$ cat src/include/pcr_pkg.sv
// pcr_pkg: offsets, field layouts and fixed values of the capability words
package pcr_pkg;

  // ==========================================================================
  // register offsets (byte addresses on the configuration port)
  localparam logic [7:0] PCR_CAP_HDR_OFS = 8'hB0;
  localparam logic [7:0] PCR_DEV_CAP_OFS = 8'hB4;

  // ==========================================================================
  // capability header word, fixed values and field positions
  localparam logic [7:0] PCR_CAP_ID = 8'h10;
  localparam logic [3:0] PCR_CAP_VER = 4'h1;
  localparam logic [3:0] PCR_TYPE_FWD = 4'h7;
  localparam logic [3:0] PCR_TYPE_REV = 4'h8;
  localparam logic [4:0] PCR_INT_MSG_NUM = 5'h00;
  localparam int PCR_HDR_ID_LSB = 0;
  localparam int PCR_HDR_NEXT_LSB = 8;
  localparam int PCR_HDR_VER_LSB = 16;
  localparam int PCR_HDR_TYPE_LSB = 20;
  localparam int PCR_HDR_SLOT_BIT = 24;

  // ==========================================================================
  // device capabilities word, fixed values and field positions
  localparam logic [2:0] PCR_MPS_CODE = 3'h1;
  localparam logic [1:0] PCR_PHANTOM = 2'h0;
  localparam logic PCR_TAG8 = 1'b1;
  localparam logic [2:0] PCR_L0S_LAT = 3'h0;
  localparam logic [2:0] PCR_L1_LAT = 3'h0;
  localparam int PCR_DEV_MPS_LSB = 0;
  localparam int PCR_DEV_PHANTOM_LSB = 3;
  localparam int PCR_DEV_TAG8_BIT = 5;
  localparam int PCR_DEV_L0S_LSB = 6;
  localparam int PCR_DEV_L1_LSB = 9;
  localparam int PCR_DEV_ATT_BTN_BIT = 12;
  localparam int PCR_DEV_ATT_IND_BIT = 13;
  localparam int PCR_DEV_PWR_IND_BIT = 14;
  localparam int PCR_DEV_SPL_VAL_LSB = 18;
  localparam int PCR_DEV_SPL_SCL_LSB = 26;

  // ==========================================================================
  // reset values
  localparam logic [7:0] PCR_SPL_VAL_RST = 8'h00;
  localparam logic [1:0] PCR_SPL_SCL_RST = 2'h0;
  localparam logic [31:0] PCR_RDATA_RST = 32'h0000_0000;

  // ==========================================================================
  // strap capture: cycles after reset release before straps are taken
  localparam logic [1:0] PCR_STRAP_SETTLE_CYC = 2'h2;

  // strap capture sequence
  typedef enum logic [1:0] {
    PCR_ST_SETTLE,
    PCR_ST_CAPTURE,
    PCR_ST_HOLD
  } pcr_strap_st_t;

endpackage

$ cat src/rtl/pcr_capability_regs.sv
// pcr_capability_regs: read-only express capability words at B0h and B4h
`timescale 1ns/1ps
module pcr_capability_regs #(
  parameter logic [7:0] NEXT_PTR = 8'h00
) (
  input wire logic SYS_CLK_I,
  input wire logic RSTN_I,
  input wire logic [7:0] ADDR_I,
  input wire logic [31:0] WDATA_I,
  input wire logic WR_I,
  input wire logic RD_I,
  output logic [31:0] RDATA_O,
  input wire logic BRIDGE_REVERSE_I,
  input wire logic HOTPLUG_EN_I,
  input wire logic SPL_MSG_VALID_I,
  input wire logic [7:0] SPL_MSG_VALUE_I,
  input wire logic [1:0] SPL_MSG_SCALE_I,
  output logic STRAPS_VALID_O
);
  import pcr_pkg::*;

  // ==========================================================================
  // elaboration checks
  if (NEXT_PTR[1:0] != 2'h0) begin : g_bad_ptr
    $error("next capability link must be dword aligned");
  end

  // ==========================================================================
  // decode helpers
  function automatic logic hit(input logic [7:0] a, input logic [7:0] ofs);
    hit = (a == ofs);
  endfunction

  // ==========================================================================
  // strap synchronisers and capture
  logic rev_meta;
  logic rev_sync;
  logic hp_meta;
  logic hp_sync;
  logic next_rev_meta;
  logic next_rev_sync;
  logic next_hp_meta;
  logic next_hp_sync;
  pcr_strap_st_t st;
  pcr_strap_st_t next_st;
  logic [1:0] settle_cnt;
  logic [1:0] next_settle_cnt;
  logic rev_mode;
  logic next_rev_mode;
  logic hp_fwd;
  logic next_hp_fwd;

  // two-stage sync of the strap pins, first stage feeds only the second
  always_comb begin
    next_rev_meta = BRIDGE_REVERSE_I;
    next_rev_sync = rev_meta;
    next_hp_meta = HOTPLUG_EN_I;
    next_hp_sync = hp_meta;
  end

  always_ff @(posedge SYS_CLK_I or negedge RSTN_I) begin
    if (!RSTN_I) begin
      rev_meta <= 1'b0;
      rev_sync <= 1'b0;
      hp_meta <= 1'b0;
      hp_sync <= 1'b0;
    end else begin
      rev_meta <= next_rev_meta;
      rev_sync <= next_rev_sync;
      hp_meta <= next_hp_meta;
      hp_sync <= next_hp_sync;
    end
  end

  // wait for the syncs to fill, take the straps once, then hold them
  always_comb begin
    next_st = st;
    next_settle_cnt = settle_cnt;
    next_rev_mode = rev_mode;
    next_hp_fwd = hp_fwd;
    unique case (st)
      PCR_ST_SETTLE: begin
        next_settle_cnt = settle_cnt + 2'h1;
        if (settle_cnt == PCR_STRAP_SETTLE_CYC - 2'h1) begin
          next_st = PCR_ST_CAPTURE;
        end
      end
      PCR_ST_CAPTURE: begin
        next_rev_mode = rev_sync;
        next_hp_fwd = hp_sync & ~rev_sync;
        next_st = PCR_ST_HOLD;
      end
      PCR_ST_HOLD: begin
        next_st = PCR_ST_HOLD;
      end
      default: begin
        next_st = PCR_ST_SETTLE;
      end
    endcase
  end

  always_ff @(posedge SYS_CLK_I or negedge RSTN_I) begin
    if (!RSTN_I) begin
      st <= PCR_ST_SETTLE;
      settle_cnt <= 2'h0;
      rev_mode <= 1'b0;
      hp_fwd <= 1'b0;
    end else begin
      st <= next_st;
      settle_cnt <= next_settle_cnt;
      rev_mode <= next_rev_mode;
      hp_fwd <= next_hp_fwd;
    end
  end

  assign STRAPS_VALID_O = (st == PCR_ST_HOLD);

  // ==========================================================================
  // captured slot power limit
  logic [7:0] spl_value;
  logic [1:0] spl_scale;
  logic [7:0] next_spl_value;
  logic [1:0] next_spl_scale;

  // each received limit message loads value and scale together
  always_comb begin
    next_spl_value = spl_value;
    next_spl_scale = spl_scale;
    if (SPL_MSG_VALID_I) begin
      next_spl_value = SPL_MSG_VALUE_I;
      next_spl_scale = SPL_MSG_SCALE_I;
    end
  end

  always_ff @(posedge SYS_CLK_I or negedge RSTN_I) begin
    if (!RSTN_I) begin
      spl_value <= PCR_SPL_VAL_RST;
      spl_scale <= PCR_SPL_SCL_RST;
    end else begin
      spl_value <= next_spl_value;
      spl_scale <= next_spl_scale;
    end
  end

  // ==========================================================================
  // word assembly and read port
  logic [31:0] hdr_word;
  logic [31:0] dev_word;
  logic [31:0] next_rdata;

  // header word, bits 31:30 reserved zero
  always_comb begin
    hdr_word = 32'h0000_0000;
    hdr_word[PCR_HDR_ID_LSB +: 8] = PCR_CAP_ID;
    hdr_word[PCR_HDR_NEXT_LSB +: 8] = NEXT_PTR;
    hdr_word[PCR_HDR_VER_LSB +: 4] = PCR_CAP_VER;
    hdr_word[PCR_HDR_TYPE_LSB +: 4] =
      rev_mode ? PCR_TYPE_REV : PCR_TYPE_FWD;
    hdr_word[PCR_HDR_SLOT_BIT] = rev_mode;
    hdr_word[29:25] = PCR_INT_MSG_NUM;
  end

  // device capabilities word, bits 17:15 and 31:28 reserved zero
  always_comb begin
    dev_word = 32'h0000_0000;
    dev_word[PCR_DEV_MPS_LSB +: 3] = PCR_MPS_CODE;
    dev_word[PCR_DEV_PHANTOM_LSB +: 2] = PCR_PHANTOM;
    dev_word[PCR_DEV_TAG8_BIT] = PCR_TAG8;
    dev_word[PCR_DEV_L0S_LSB +: 3] = PCR_L0S_LAT;
    dev_word[PCR_DEV_L1_LSB +: 3] = PCR_L1_LAT;
    dev_word[PCR_DEV_ATT_BTN_BIT] = hp_fwd;
    dev_word[PCR_DEV_ATT_IND_BIT] = hp_fwd;
    dev_word[PCR_DEV_PWR_IND_BIT] = hp_fwd;
    dev_word[PCR_DEV_SPL_VAL_LSB +: 8] = spl_value;
    dev_word[PCR_DEV_SPL_SCL_LSB +: 2] = spl_scale;
  end

  // read data stand only in the cycle after the strobe; writes are dropped
  always_comb begin
    next_rdata = PCR_RDATA_RST;
    if (RD_I) begin
      if (hit(ADDR_I, PCR_CAP_HDR_OFS)) begin
        next_rdata = hdr_word;
      end else if (hit(ADDR_I, PCR_DEV_CAP_OFS)) begin
        next_rdata = dev_word;
      end
    end
  end

  always_ff @(posedge SYS_CLK_I or negedge RSTN_I) begin
    if (!RSTN_I) begin
      RDATA_O <= PCR_RDATA_RST;
    end else begin
      RDATA_O <= next_rdata;
    end
  end

  logic wr_unused;
  assign wr_unused = WR_I & (|WDATA_I);
endmodule

$ cat config.mk
export PLATFORM = sky130hd
export DESIGN_NAME = pcr_capability_regs
export DESIGN_NICKNAME = d
export VERILOG_FILES = /design/src/include/pcr_pkg.sv /design/src/rtl/pcr_capability_regs.sv
export SDC_FILE = /design/constraint.sdc
export NUM_CORES = 1
export LEC_CHECK = 0
export ABC_CLOCK_PERIOD_IN_PS = 3210
export BUFFER_PORTS_ARGS = -buffer_cell sky130_fd_sc_hd__buf_2
export CAP_MARGIN = 40
export CORE_MARGIN = 5
export CORE_UTILIZATION = 35
export DETAILED_ROUTE_END_ITERATION = 6
export GPL_ROUTABILITY_DRIVEN = 0
export GPL_TIMING_DRIVEN = 0
export PLACE_DENSITY_LB_ADDON = 0.1
export SYNTH_ARGS = -nofsm -noshare
export SYNTH_HDL_FRONTEND = slang
export SYNTH_SLANG_ARGS = --single-unit
$ cat constraint.sdc
create_clock -name SYS_CLK_I -period 3.21 [get_ports SYS_CLK_I]
set_clock_uncertainty 0.05 [all_clocks]
set_input_delay 0.1605 -clock SYS_CLK_I [delete_from_list [all_inputs] [get_ports SYS_CLK_I]]
set_output_delay 0.1605 -clock SYS_CLK_I [all_outputs]
set_load 0.005 [all_outputs]
==> results of run 1 <==
flip-flops by register name, indices dropped and copies added, names as in the netlist:
register	cells
st	2
spl_value	8
rev_mode	1
hp_fwd	1
spl_scale	2
hp_meta	1
RDATA_O	13
rev_sync	1
settle_cnt	2
hp_sync	1
next_rev_sync	1
synthesized netlist by cell type:
| library cell | number | area [sq um] |
|---|---|---|
| a211oi_2 | 3 | 37.5 |
| buf_1 | 1 | 3.75 |
| buf_2 | 2 | 10.0 |
| buf_4 | 20 | 150 |
| clkbuf_1 | 1 | 3.75 |
| conb_1 | 1 | 3.75 |
| dfrtp_1 | 33 | 826 |
| ha_1 | 5 | 62.6 |
| inv_1 | 5 | 18.8 |
| mux2_2 | 13 | 146 |
| mux2i_1 | 3 | 30.0 |
| nand2_1 | 4 | 15.0 |
| nand2b_1 | 1 | 6.26 |
| nand3_1 | 5 | 25.0 |
| nand3b_1 | 1 | 7.51 |
| nand4b_1 | 1 | 8.76 |
| nor3_1 | 6 | 30.0 |
| nor3_2 | 2 | 20.0 |
| nor4_1 | 2 | 12.5 |
| o21ai_0 | 1 | 5.00 |
| or2_2 | 1 | 6.26 |
| or3_1 | 1 | 6.26 |
| or4b_4 | 1 | 13.8 |
| xor2_1 | 1 | 8.76 |
kinds of logic after synthesis:
family,Yosys count,synth area share
XOR/XNOR,1,0.00601
multiplexers,16,0.121
AO/OA/AOI/OAI,4,0.0292
flip-flops,33,0.567
AND/OR/NAND/NOR,25,0.104
adder cells (fa/ha/maj),5,0.0429
other,1,0.00257
buffers and inverters,29,0.128
layer usage:
metal  routed length [microns]  vias up  track usage
li1                          -      470            -
met1                      1050      418        0.116
met2                      1210       39        0.167
met3                       272        5       0.0527
met4                        51        0       0.0474
met5                         0        -            0
worst max-delay path by stage:
stage	slack, ns	end	from	cells past startpoint
finish	1.89	st[0]	st[0]	4
global route	1.83	st[0]	st[1]	4
CTS	1.87	st[0]	st[0]	4
detailed placement	1.88	st[0]	st[0]	4
global placement	1.92	st[0]	st[0]	4
floorplan	1.97	st[0]	st[0]	4
layout by cell type, fill, tap and decap left out, types with 2 or more instances in the layout:
cell,count
buf_4,20
mux2i_1,3
nor3_1,6
nor4_1,2
clkbuf_8,5
mux2_2,13
nand3_1,5
nor3_2,2
dfrtp_1,33
buf_2,41
conb_1,15
dlygate4sd3_1,3
a211oi_2,3
nand2_1,4
ha_1,5
inv_1,5
critical path, cell delays in order, from the launching register on:
cell      delay [ns]
dfrtp_1         0.36
inv_1           0.08
ha_1            0.25
nand2b_1        0.13
mux2_2          0.34
power breakdown:
part / internal [mW] / switching [mW]
Clock: 0.142 / 0.128
Combinational: 0.0420 / 0.0345
Sequential: 0.433 / 0.00838
layout make-up:
| cell class | instances | area [sq um] | area share |
|---|---|---|---|
| inverter | 5 | 18.8 | 0.0100 |
| sequential | 33 | 826 | 0.441 |
| clock inverter | 1 | 5.00 | 0.00267 |
| clock buffer | 5 | 68.8 | 0.0368 |
| timing repair buffer | 42 | 225 | 0.120 |
| multi-input combinational | 66 | 498 | 0.266 |
| buffer | 24 | 168 | 0.0896 |
| tap | 50 | 62.6 | 0.0334 |
==> impl_results.md, run 1 <==
- Worst Path Arrival: 1.43 ns
- Die ar.: 0.00556 sq mm
- Routed via count: 932
- YS warnings: 0
- Placed Cells: 217
- Total power: 788 uW
- Peak supply drop: 0.276 mV
- Antenna violations before repair: 0
- Die Wd: 74.5 microns
- Post-cts repair resize count: 0
- Register-to-Register Path Depth: 4
- Setup WS pre-CTS: 1.88 ns
- Filler cell count in the final layout: 392
- Unique cell type count in the Yosys netlist: 24
- Routed vias/inst: 4.12
- Final design utilization: 0.465
- Final hold vios: 0
- Reg2reg end: st[0]
- Post-route cell area: 0.00187 sq mm
- RR Startpoint: st[0]
- Total GRT Usage: 0.104
- Clk sink count: 33
- Pleak: 0.987 nW
- Height of the die: 74.5 microns
- CP startpoint kind: flip-flop
- Sequential area share after synthesis: 0.567
- Non-Filler Instances: 226
- WP data required: 3.32 ns
- Post-synthesis register bit count: 33
- RSZ-0062 raised after global routing: false
- Later-pin clock latency in the skew report: 0.27 ns
- DRC viols: 0
- Root buf cell: clkbuf_8
- DRT iter0 DRCs: 17
- Relative slew slack: 0.542
- Ratio of cells with drive above 1 in the final layout: 0.494
- Post-route ant nets: 0
- Postcts setup bufs: 0
- Synth Instances: 114
- # IOs: 90
- Antenna Cells: 0
- Slew Viols, Final: 0
- Hold path cells: 2
- Vias in the first global route: 958
- Setup ws final: 1.89 ns
- Hold Path End: spl_value[6]
- Hold_sp: SPL_MSG_VALUE_I[6]
- TritonRoute pass-1 iters: 4
- Status: finished clean
- Initial Util: 0.362
- Clock transition at path regs: 0.06 ns
- Clk buf depth: 2
- CTS tree: done
- Final-stage net count: 239
- Largest net degree at the start of global routing: 34
- Post-route minimum period: 1.32 ns
- DP Area: 0.00177 sq mm
- Dpl hpwl: 2.11 mm
- Reg-to-reg slack, setup: 1.89 ns
- Worst-Margin Slew: 0.687 ns
- Achievable Freq: 759 MHz
- Htree depth: 2
- Port buffer count: 39
- Area growth syn-to-layout: 28.4%
- Hold Buf Count CTS: 3
- # setup viols final: 0
- Core ar.: 0.00403 sq mm
- Worst hold-check path type: in -> reg
- First-pass GRT wire length: 4.26 mm
- CP Class: reg -> reg
- Critical path capture point type: flip-flop
- Setup TNS Final: 0 ns
- Row count: 23
- Total gr overflow: 0
- WL/cell: 11.4 microns
- Total CTS buffers: 5
- Final WL: 2.58 mm
- Period utilization: 0.411
- Maximum fanout along the worst path: 3
- Pwr/cell area: 421 mW/mm^2
- Post-synthesis cell area: 0.00146 sq mm
- Max-Cap Viols: 0
- Mean Syn Cell Area: 12.8 sq um
- Hold Slack: 0.0634 ns
Power figures use the tool's default switching activity.
==> run 2: changes to the inputs <==
--- a/config.mk
+++ b/config.mk
@@ -5,7 +5,7 @@
 export SDC_FILE = /design/constraint.sdc
 export NUM_CORES = 1
 export LEC_CHECK = 0
-export ABC_CLOCK_PERIOD_IN_PS = 3210
+export ABC_CLOCK_PERIOD_IN_PS = 1200
 export BUFFER_PORTS_ARGS = -buffer_cell sky130_fd_sc_hd__buf_2
 export CAP_MARGIN = 40
 export CORE_MARGIN = 5
==> constraint.sdc (replaced) <==
create_clock -name SYS_CLK_I -period 1.2 [get_ports SYS_CLK_I]
set_clock_uncertainty 0.05 [all_clocks]
set_input_delay 0.06 -clock SYS_CLK_I [delete_from_list [all_inputs] [get_ports SYS_CLK_I]]
set_output_delay 0.06 -clock SYS_CLK_I [all_outputs]
set_load 0.005 [all_outputs]
==> run 2 against run 1 <==
Clock power increased to 3.0 times the previous value. Critical path type unchanged. Total power grew to 2.8 times the previous value. Final cell count is 7.5% higher. Register-to-register slack lost 1.9 ns. Sequential share of layout area fell by 4.6 points. Flip-flop and latch count unchanged. Global-route usage rose by 0.47 points. Final area up 12%. Critical endpoint unchanged. Die area stayed put. Worst hold slack lost 0.046 ns. Routed wire length is 7.0% higher. Worst setup slack got worse by 1.9 ns.
==> impl_results.md, run 2 (synthesis results as in run 1) <==
- Clk sink count: 33 (unchanged)
- WP buf/inv: 1 (unchanged)
- Final-stage net count: 255 (was 239)
- # setup viols final: 0 (unchanged)
- Slew Viols, Final: 0 (unchanged)
- Antenna violations before repair: 0 (unchanged)
- Most flop-heavy register: RDATA_O (unchanged)
- Final WL: 2.76 mm (was 2.58 mm)
- Worst hold-check path type: in -> reg (unchanged)
- Core ar.: 0.00403 sq mm (unchanged)
- Achievable Freq: 849 MHz (was 759 MHz)
- Worst-Margin Slew: 0.698 ns (was 0.687 ns)
- Total power: 2.22 mW (was 788 uW)
- TritonRoute pass-1 iters: 3 (was 4)
- Final hold vios: 0 (unchanged)
- Area growth syn-to-layout: 43.3% (was 28.4%)
- Largest net degree at the start of global routing: 34 (unchanged)
- Die Wd: 74.5 microns (unchanged)
- WL/cell: 11.4 microns (about the same)
- Peak supply drop: 0.901 mV (was 0.276 mV)
- Post-route ant nets: 0 (unchanged)
- Post-route minimum period: 1.18 ns (was 1.32 ns)
- Max-Cap Viols: 0 (unchanged)
- DRC viols: 0 (unchanged)
- First-pass GRT wire length: 4.49 mm (was 4.26 mm)
- Routed via count: 1,000 (was 932)
- CP startpoint kind: flip-flop (unchanged)
- CTS tree: done (unchanged)
- Initial Util: 0.362 (unchanged)
- Antenna Cells: 0 (unchanged)
- Total gr overflow: 0 (unchanged)
- Maximum fanout along the worst path: 3 (unchanged)
- Vias in the first global route: 995 (was 958)
- DR WL met3: 297 microns (was 272 microns)
- Period utilization: 0.982 (was 0.411)
- Later-pin clock latency in the skew report: 0.28 ns (was 0.27 ns)
- Routed vias/inst: 4.12 (about the same)
- Total GRT Usage: 0.109 (was 0.104)
- Critical path capture point type: flip-flop (unchanged)
- M1 WL: 1.15 mm (was 1.05 mm)
- Pleak: 1.07 nW (was 0.987 nW)
- Hold Slack: 0.0172 ns (was 0.0634 ns)
- Height of the die: 74.5 microns (unchanged)
- Dpl hpwl: 2.10 mm (was 2.11 mm)
- Max reg flops: 13 (unchanged)
- Most frequent cells in the layout: 41 x buf_2, 33 x dfrtp_1, 25 x buf_4 (was 41 x buf_2, 33 x dfrtp_1, 20 x buf_4)
- # IOs: 90 (unchanged)
- Die ar.: 0.00556 sq mm (unchanged)
- Status: finished clean (unchanged)
- Pwr/cell area: 1060 mW/mm^2 (was 421 mW/mm^2)
- Uppermost layer routed: met4 (unchanged)
- RSZ-0062 raised after global routing: true (was false)
- Total CTS buffers: 5 (unchanged)
- Clk buf depth: 2 (unchanged)
- Most common cell after layout, fill and taps aside: buf_2 (unchanged)
- Root buf cell: clkbuf_8 (unchanged)
- Top flop regs: RDATA_O: 13 flops, spl_value: 8 flops (unchanged)
- Max incr delay on CP: 0.39 ns (was 0.36 ns)
- Relative slew slack: 0.534 (was 0.542)
- WL met2: 1.30 mm (was 1.21 mm)
- Crit path cell chain: inv_2, ha_4, nand2b_4, mux2_4 (was inv_1, ha_1, nand2b_1, mux2_2)
- Htree depth: 2 (unchanged)
- WP data required: 1.31 ns (was 3.32 ns)
- Worst Path Arrival: 1.29 ns (was 1.43 ns)
- Port buffer count: 39 (unchanged)
- DRT iter0 DRCs: 11 (was 17)
- CP max-delay cell: dfrtp_1 (unchanged)
- Top Family by Delay on Critical Path: flip-flops (unchanged)
- Clock transition at path regs: 0.06 ns (about the same)
- Row count: 23 (unchanged)
- CP Class: reg -> reg (unchanged)
- Ratio of cells with drive above 1 in the final layout: 0.523 (was 0.494)
## run 2: changes by cell type in the layout (fill, tap and decap cells not counted), moves of 2 or more
cell	delta
ha_1	-4
inv_2	+3
mux2_4	+2
dlygate4sd3_1	+10
buf_4	+5
inv_1	-3
ha_4	+3
mux2_2	-2
## run 2: worst paths after layout
path | from | to | slack, ns | cells past startpoint
worst max-delay path | st[1] | st[0] | 0.02 | 4
worst min-delay path | RD_I | RDATA_O[16] | 0.02 | 3
worst max register to register | st[1] | st[0] | 0.02 | 4
worst min register to register | next_rev_sync | rev_sync | 0.30 | 0
max in group asynchronous | RSTN_I | RDATA_O[19] | 0.33 | 2
min in group asynchronous | RSTN_I | next_rev_sync | 0.32 | 2
## run 2: worst reg2reg max path, cell delays in order, from the launching register on
cell      delay [ns]
dfrtp_1         0.39
inv_2           0.11
ha_4            0.16
nand2b_4        0.06
mux2_4          0.29
## run 2: final cells by class
| type | count | area, sq um |
|---|---|---|
| Tap cell | 50 | 62.6 |
| Timing Repair Buffer | 58 | 374 |
| Inverter | 5 | 18.8 |
| Buffer | 24 | 168 |
| Multi-Input combinational cell | 66 | 553 |
| Clock buffer | 7 | 86.3 |
| Fill cell | 383 | 1940 |
| Sequential cell | 33 | 826 |
## run 2: metrics by stage
stage / setup TNS, ns / instance area (sq um) / utilization / instances / setup slack (ns)
2_1_floorplan: 0 / 1510 / - / 128 / 0.00387
3_3_place_gp: -0.0947 / 1770 / 0.439 / 217 / -0.0479
3_5_place_dp: -0.219 / 1770 / 0.439 / 217 / -0.0847
4_1_cts: 0 / 2040 / 0.507 / 240 / 0.00488
5_1_grt: -0.0646 / 2090 / 0.518 / 243 / -0.0201
6_report: 0 / 2090 / 0.518 / 243 / 0.0222
## run 2: report_power, final
part / internal (mW) / total, mW / leakage, nW / switching (mW)
sequential: 1.16 / 1.18 / 0.415 / 0.0222
combinational: 0.133 / 0.231 / 0.607 / 0.0979
clock: 0.454 / 0.804 / 0.0443 / 0.351
total: 1.75 / 2.22 / 1.07 / 0.471
## run 2: per-layer routing
metal | GRT usage | up-vias
met2 | 0.168 | 40
li1 | - | 509
met1 | 0.135 | 449
met4 | 0.0415 | 0
met5 | 0 | -
met3 | 0.0473 | 2
## run 2: what timing repair did
action / CTS / global route
pin swaps: 0 / 1
setup buffers: 3 / 3
hold buffers: 13 / 0
gates resized for setup: 7 / 6
setup endpoints to repair: 3 / 4
hold endpoints to repair: 45 / 0
==> run 3: changes to the inputs <==
--- a/config.mk
+++ b/config.mk
@@ -8,7 +8,6 @@
 export ABC_CLOCK_PERIOD_IN_PS = 1200
 export BUFFER_PORTS_ARGS = -buffer_cell sky130_fd_sc_hd__buf_2
 export CAP_MARGIN = 40
-export CORE_MARGIN = 5
 export CORE_UTILIZATION = 35
 export DETAILED_ROUTE_END_ITERATION = 6
 export GPL_ROUTABILITY_DRIVEN = 0
==> run 3 against run 2 <==
Sequential share of layout area is 0.87 points higher. Combinational power about the same. First-iteration DRC count fell by 55%. Final area shrank 2.2%. Utilization down 0.75 points. Critical path type unchanged. Critical endpoint is now rev_mode.
==> impl_results.md, run 3 (synthesis results as in run 1) <==
- Status: finished clean (unchanged)
- Total CTS buffers: 5 (unchanged)
- Achievable Freq: 837 MHz (was 849 MHz)
- Clk sink count: 33 (unchanged)
- WP data required: 1.31 ns (about the same)
- Total GRT Usage: 0.126 (was 0.109)
- Die ar.: 0.00443 sq mm (was 0.00556 sq mm)
- Routed vias/inst: 4.12 (about the same)
- Later-pin clock latency in the skew report: 0.28 ns (about the same)
- Row count: 23 (unchanged)
- Area growth syn-to-layout: 40.2% (was 43.3%)
- Top flop regs: RDATA_O: 13 flops, spl_value: 8 flops (unchanged)
- Root buf cell: clkbuf_8 (unchanged)
- Post-route minimum period: 1.19 ns (was 1.18 ns)
- Setup WS pre-CTS: -0.0831 ns (was -0.0847 ns)
- Antenna Cells: 0 (unchanged)
- Max reg flops: 13 (unchanged)
- Post-route ant nets: 0 (unchanged)
- Maximum fanout along the worst path: 3 (unchanged)
- First-pass GRT wire length: 3.97 mm (was 4.49 mm)
- Worst-Margin Slew: 0.707 ns (was 0.698 ns)
- Non-Filler Instances: 241 (was 243)
- Post-route cell area: 0.00204 sq mm (was 0.00209 sq mm)
- WL/cell: 10.0 microns (was 11.4 microns)
- Pwr/cell area: 1090 mW/mm^2 (was 1060 mW/mm^2)
- Setup ws final: 0.00551 ns (was 0.0222 ns)
- Worst Path Arrival: 1.31 ns (was 1.29 ns)
- Period utilization: 0.995 (was 0.982)
- Dpl hpwl: 1.84 mm (was 2.10 mm)
- Most common cell after layout, fill and taps aside: buf_2 (unchanged)
- Final design utilization: 0.511 (was 0.518)
- Die Wd: 66.5 microns (was 74.5 microns)
- CP startpoint kind: flip-flop (unchanged)
- Final hold vios: 0 (unchanged)
- Vias in the first global route: 882 (was 995)
- Antenna violations before repair: 0 (unchanged)
- Worst hold-check path type: in -> reg (unchanged)
- DRT iter0 DRCs: 5 (was 11)
- DP Area: 0.00177 sq mm (unchanged)
- Most frequent cells in the layout: 41 x buf_2, 33 x dfrtp_1, 23 x buf_4 (was 41 x buf_2, 33 x dfrtp_1, 25 x buf_4)
- Critical path capture point type: flip-flop (unchanged)
- Relative slew slack: 0.528 (was 0.534)
- Htree depth: 2 (unchanged)
- CTS tree: done (unchanged)
- Port buffer count: 39 (unchanged)
- Total power: 2.23 mW (was 2.22 mW)
- TritonRoute pass-1 iters: 4 (was 3)
- Peak supply drop: 0.826 mV (was 0.901 mV)
- Routed via count: 992 (was 1,000)
- CP Class: reg -> reg (unchanged)
- Largest net degree at the start of global routing: 34 (unchanged)
- # setup viols final: 0 (unchanged)
- Placed Cells: 217 (unchanged)
- Height of the die: 66.5 microns (was 74.5 microns)
- # IOs: 90 (unchanged)
- Final WL: 2.41 mm (was 2.76 mm)
- Slew Viols, Final: 0 (unchanged)
- Ratio of cells with drive above 1 in the final layout: 0.497 (was 0.523)
- DRC viols: 0 (unchanged)
- Core ar.: 0.00400 sq mm (was 0.00403 sq mm)
- Clock transition at path regs: 0.06 ns (about the same)
- Most flop-heavy register: RDATA_O (unchanged)
- Pleak: 1.06 nW (was 1.07 nW)
- Initial Util: 0.364 (was 0.362)
- Total gr overflow: 0 (unchanged)
- Clk buf depth: 2 (unchanged)
- Final-stage net count: 253 (was 255)
- Max-Cap Viols: 0 (unchanged)
- Reg-to-reg slack, setup: 0.006 ns (was 0.02 ns)
- RSZ-0062 raised after global routing: true (unchanged)
[run 3: critical path, stage by stage, from the launching register on]
cell and delay (ns):
dfrtp_1 0.41, inv_2 0.10, ha_2 0.20, mux2_2 0.32
[run 3: through the flow]
step                      hold WS [ns]  TNS [ns]
after global routing            0.0330   -0.0957
after CTS                       0.0233         0
after global placement          0.0945   -0.0791
after floorplan                 -0.286         0
after detailed placement         0.111    -0.170
final                           0.0318         0
[run 3: timing repair]
action,in CTS,in global routing
gates resized for setup,5,1
pin swaps,1,0
setup buffers,2,1
hold buffers,14,0
setup endpoints to repair,3,4
hold endpoints to repair,46,0
[run 3: layout make-up]
cell class / instances / area, sq um
clock buffer: 7 / 86.3
buffer: 24 / 168
fill: 381 / 1960
timing repair buffer: 56 / 358
multi-input combinational: 66 / 524
tap: 50 / 62.6
sequential: 33 / 826
inverter: 5 / 18.8
[run 3: where the power goes]
| group | switching (mW) | total, mW | internal [mW] |
|---|---|---|---|
| combinational | 0.0959 | 0.231 | 0.135 |
| sequential | 0.0237 | 1.18 | 1.16 |
| clock | 0.358 | 0.812 | 0.454 |
[run 3: final timing paths]
check / end / start / cells past startpoint
min reg2reg: hp_sync / hp_meta / 0
min: RDATA_O[27] / RD_I / 3
min in group asynchronous: RDATA_O[25] / RSTN_I / 2
max reg2reg: rev_mode / st[1] / 3
max in group asynchronous: RDATA_O[24] / RSTN_I / 2
max: rev_mode / st[1] / 3
[run 3: routing by layer]
layer | share of wire | GRT usage
met5 | 0 | 0
met2 | 0.45 | 0.190
met3 | 0.079 | 0.0548
met1 | 0.45 | 0.153
met4 | 0.019 | 0.0638
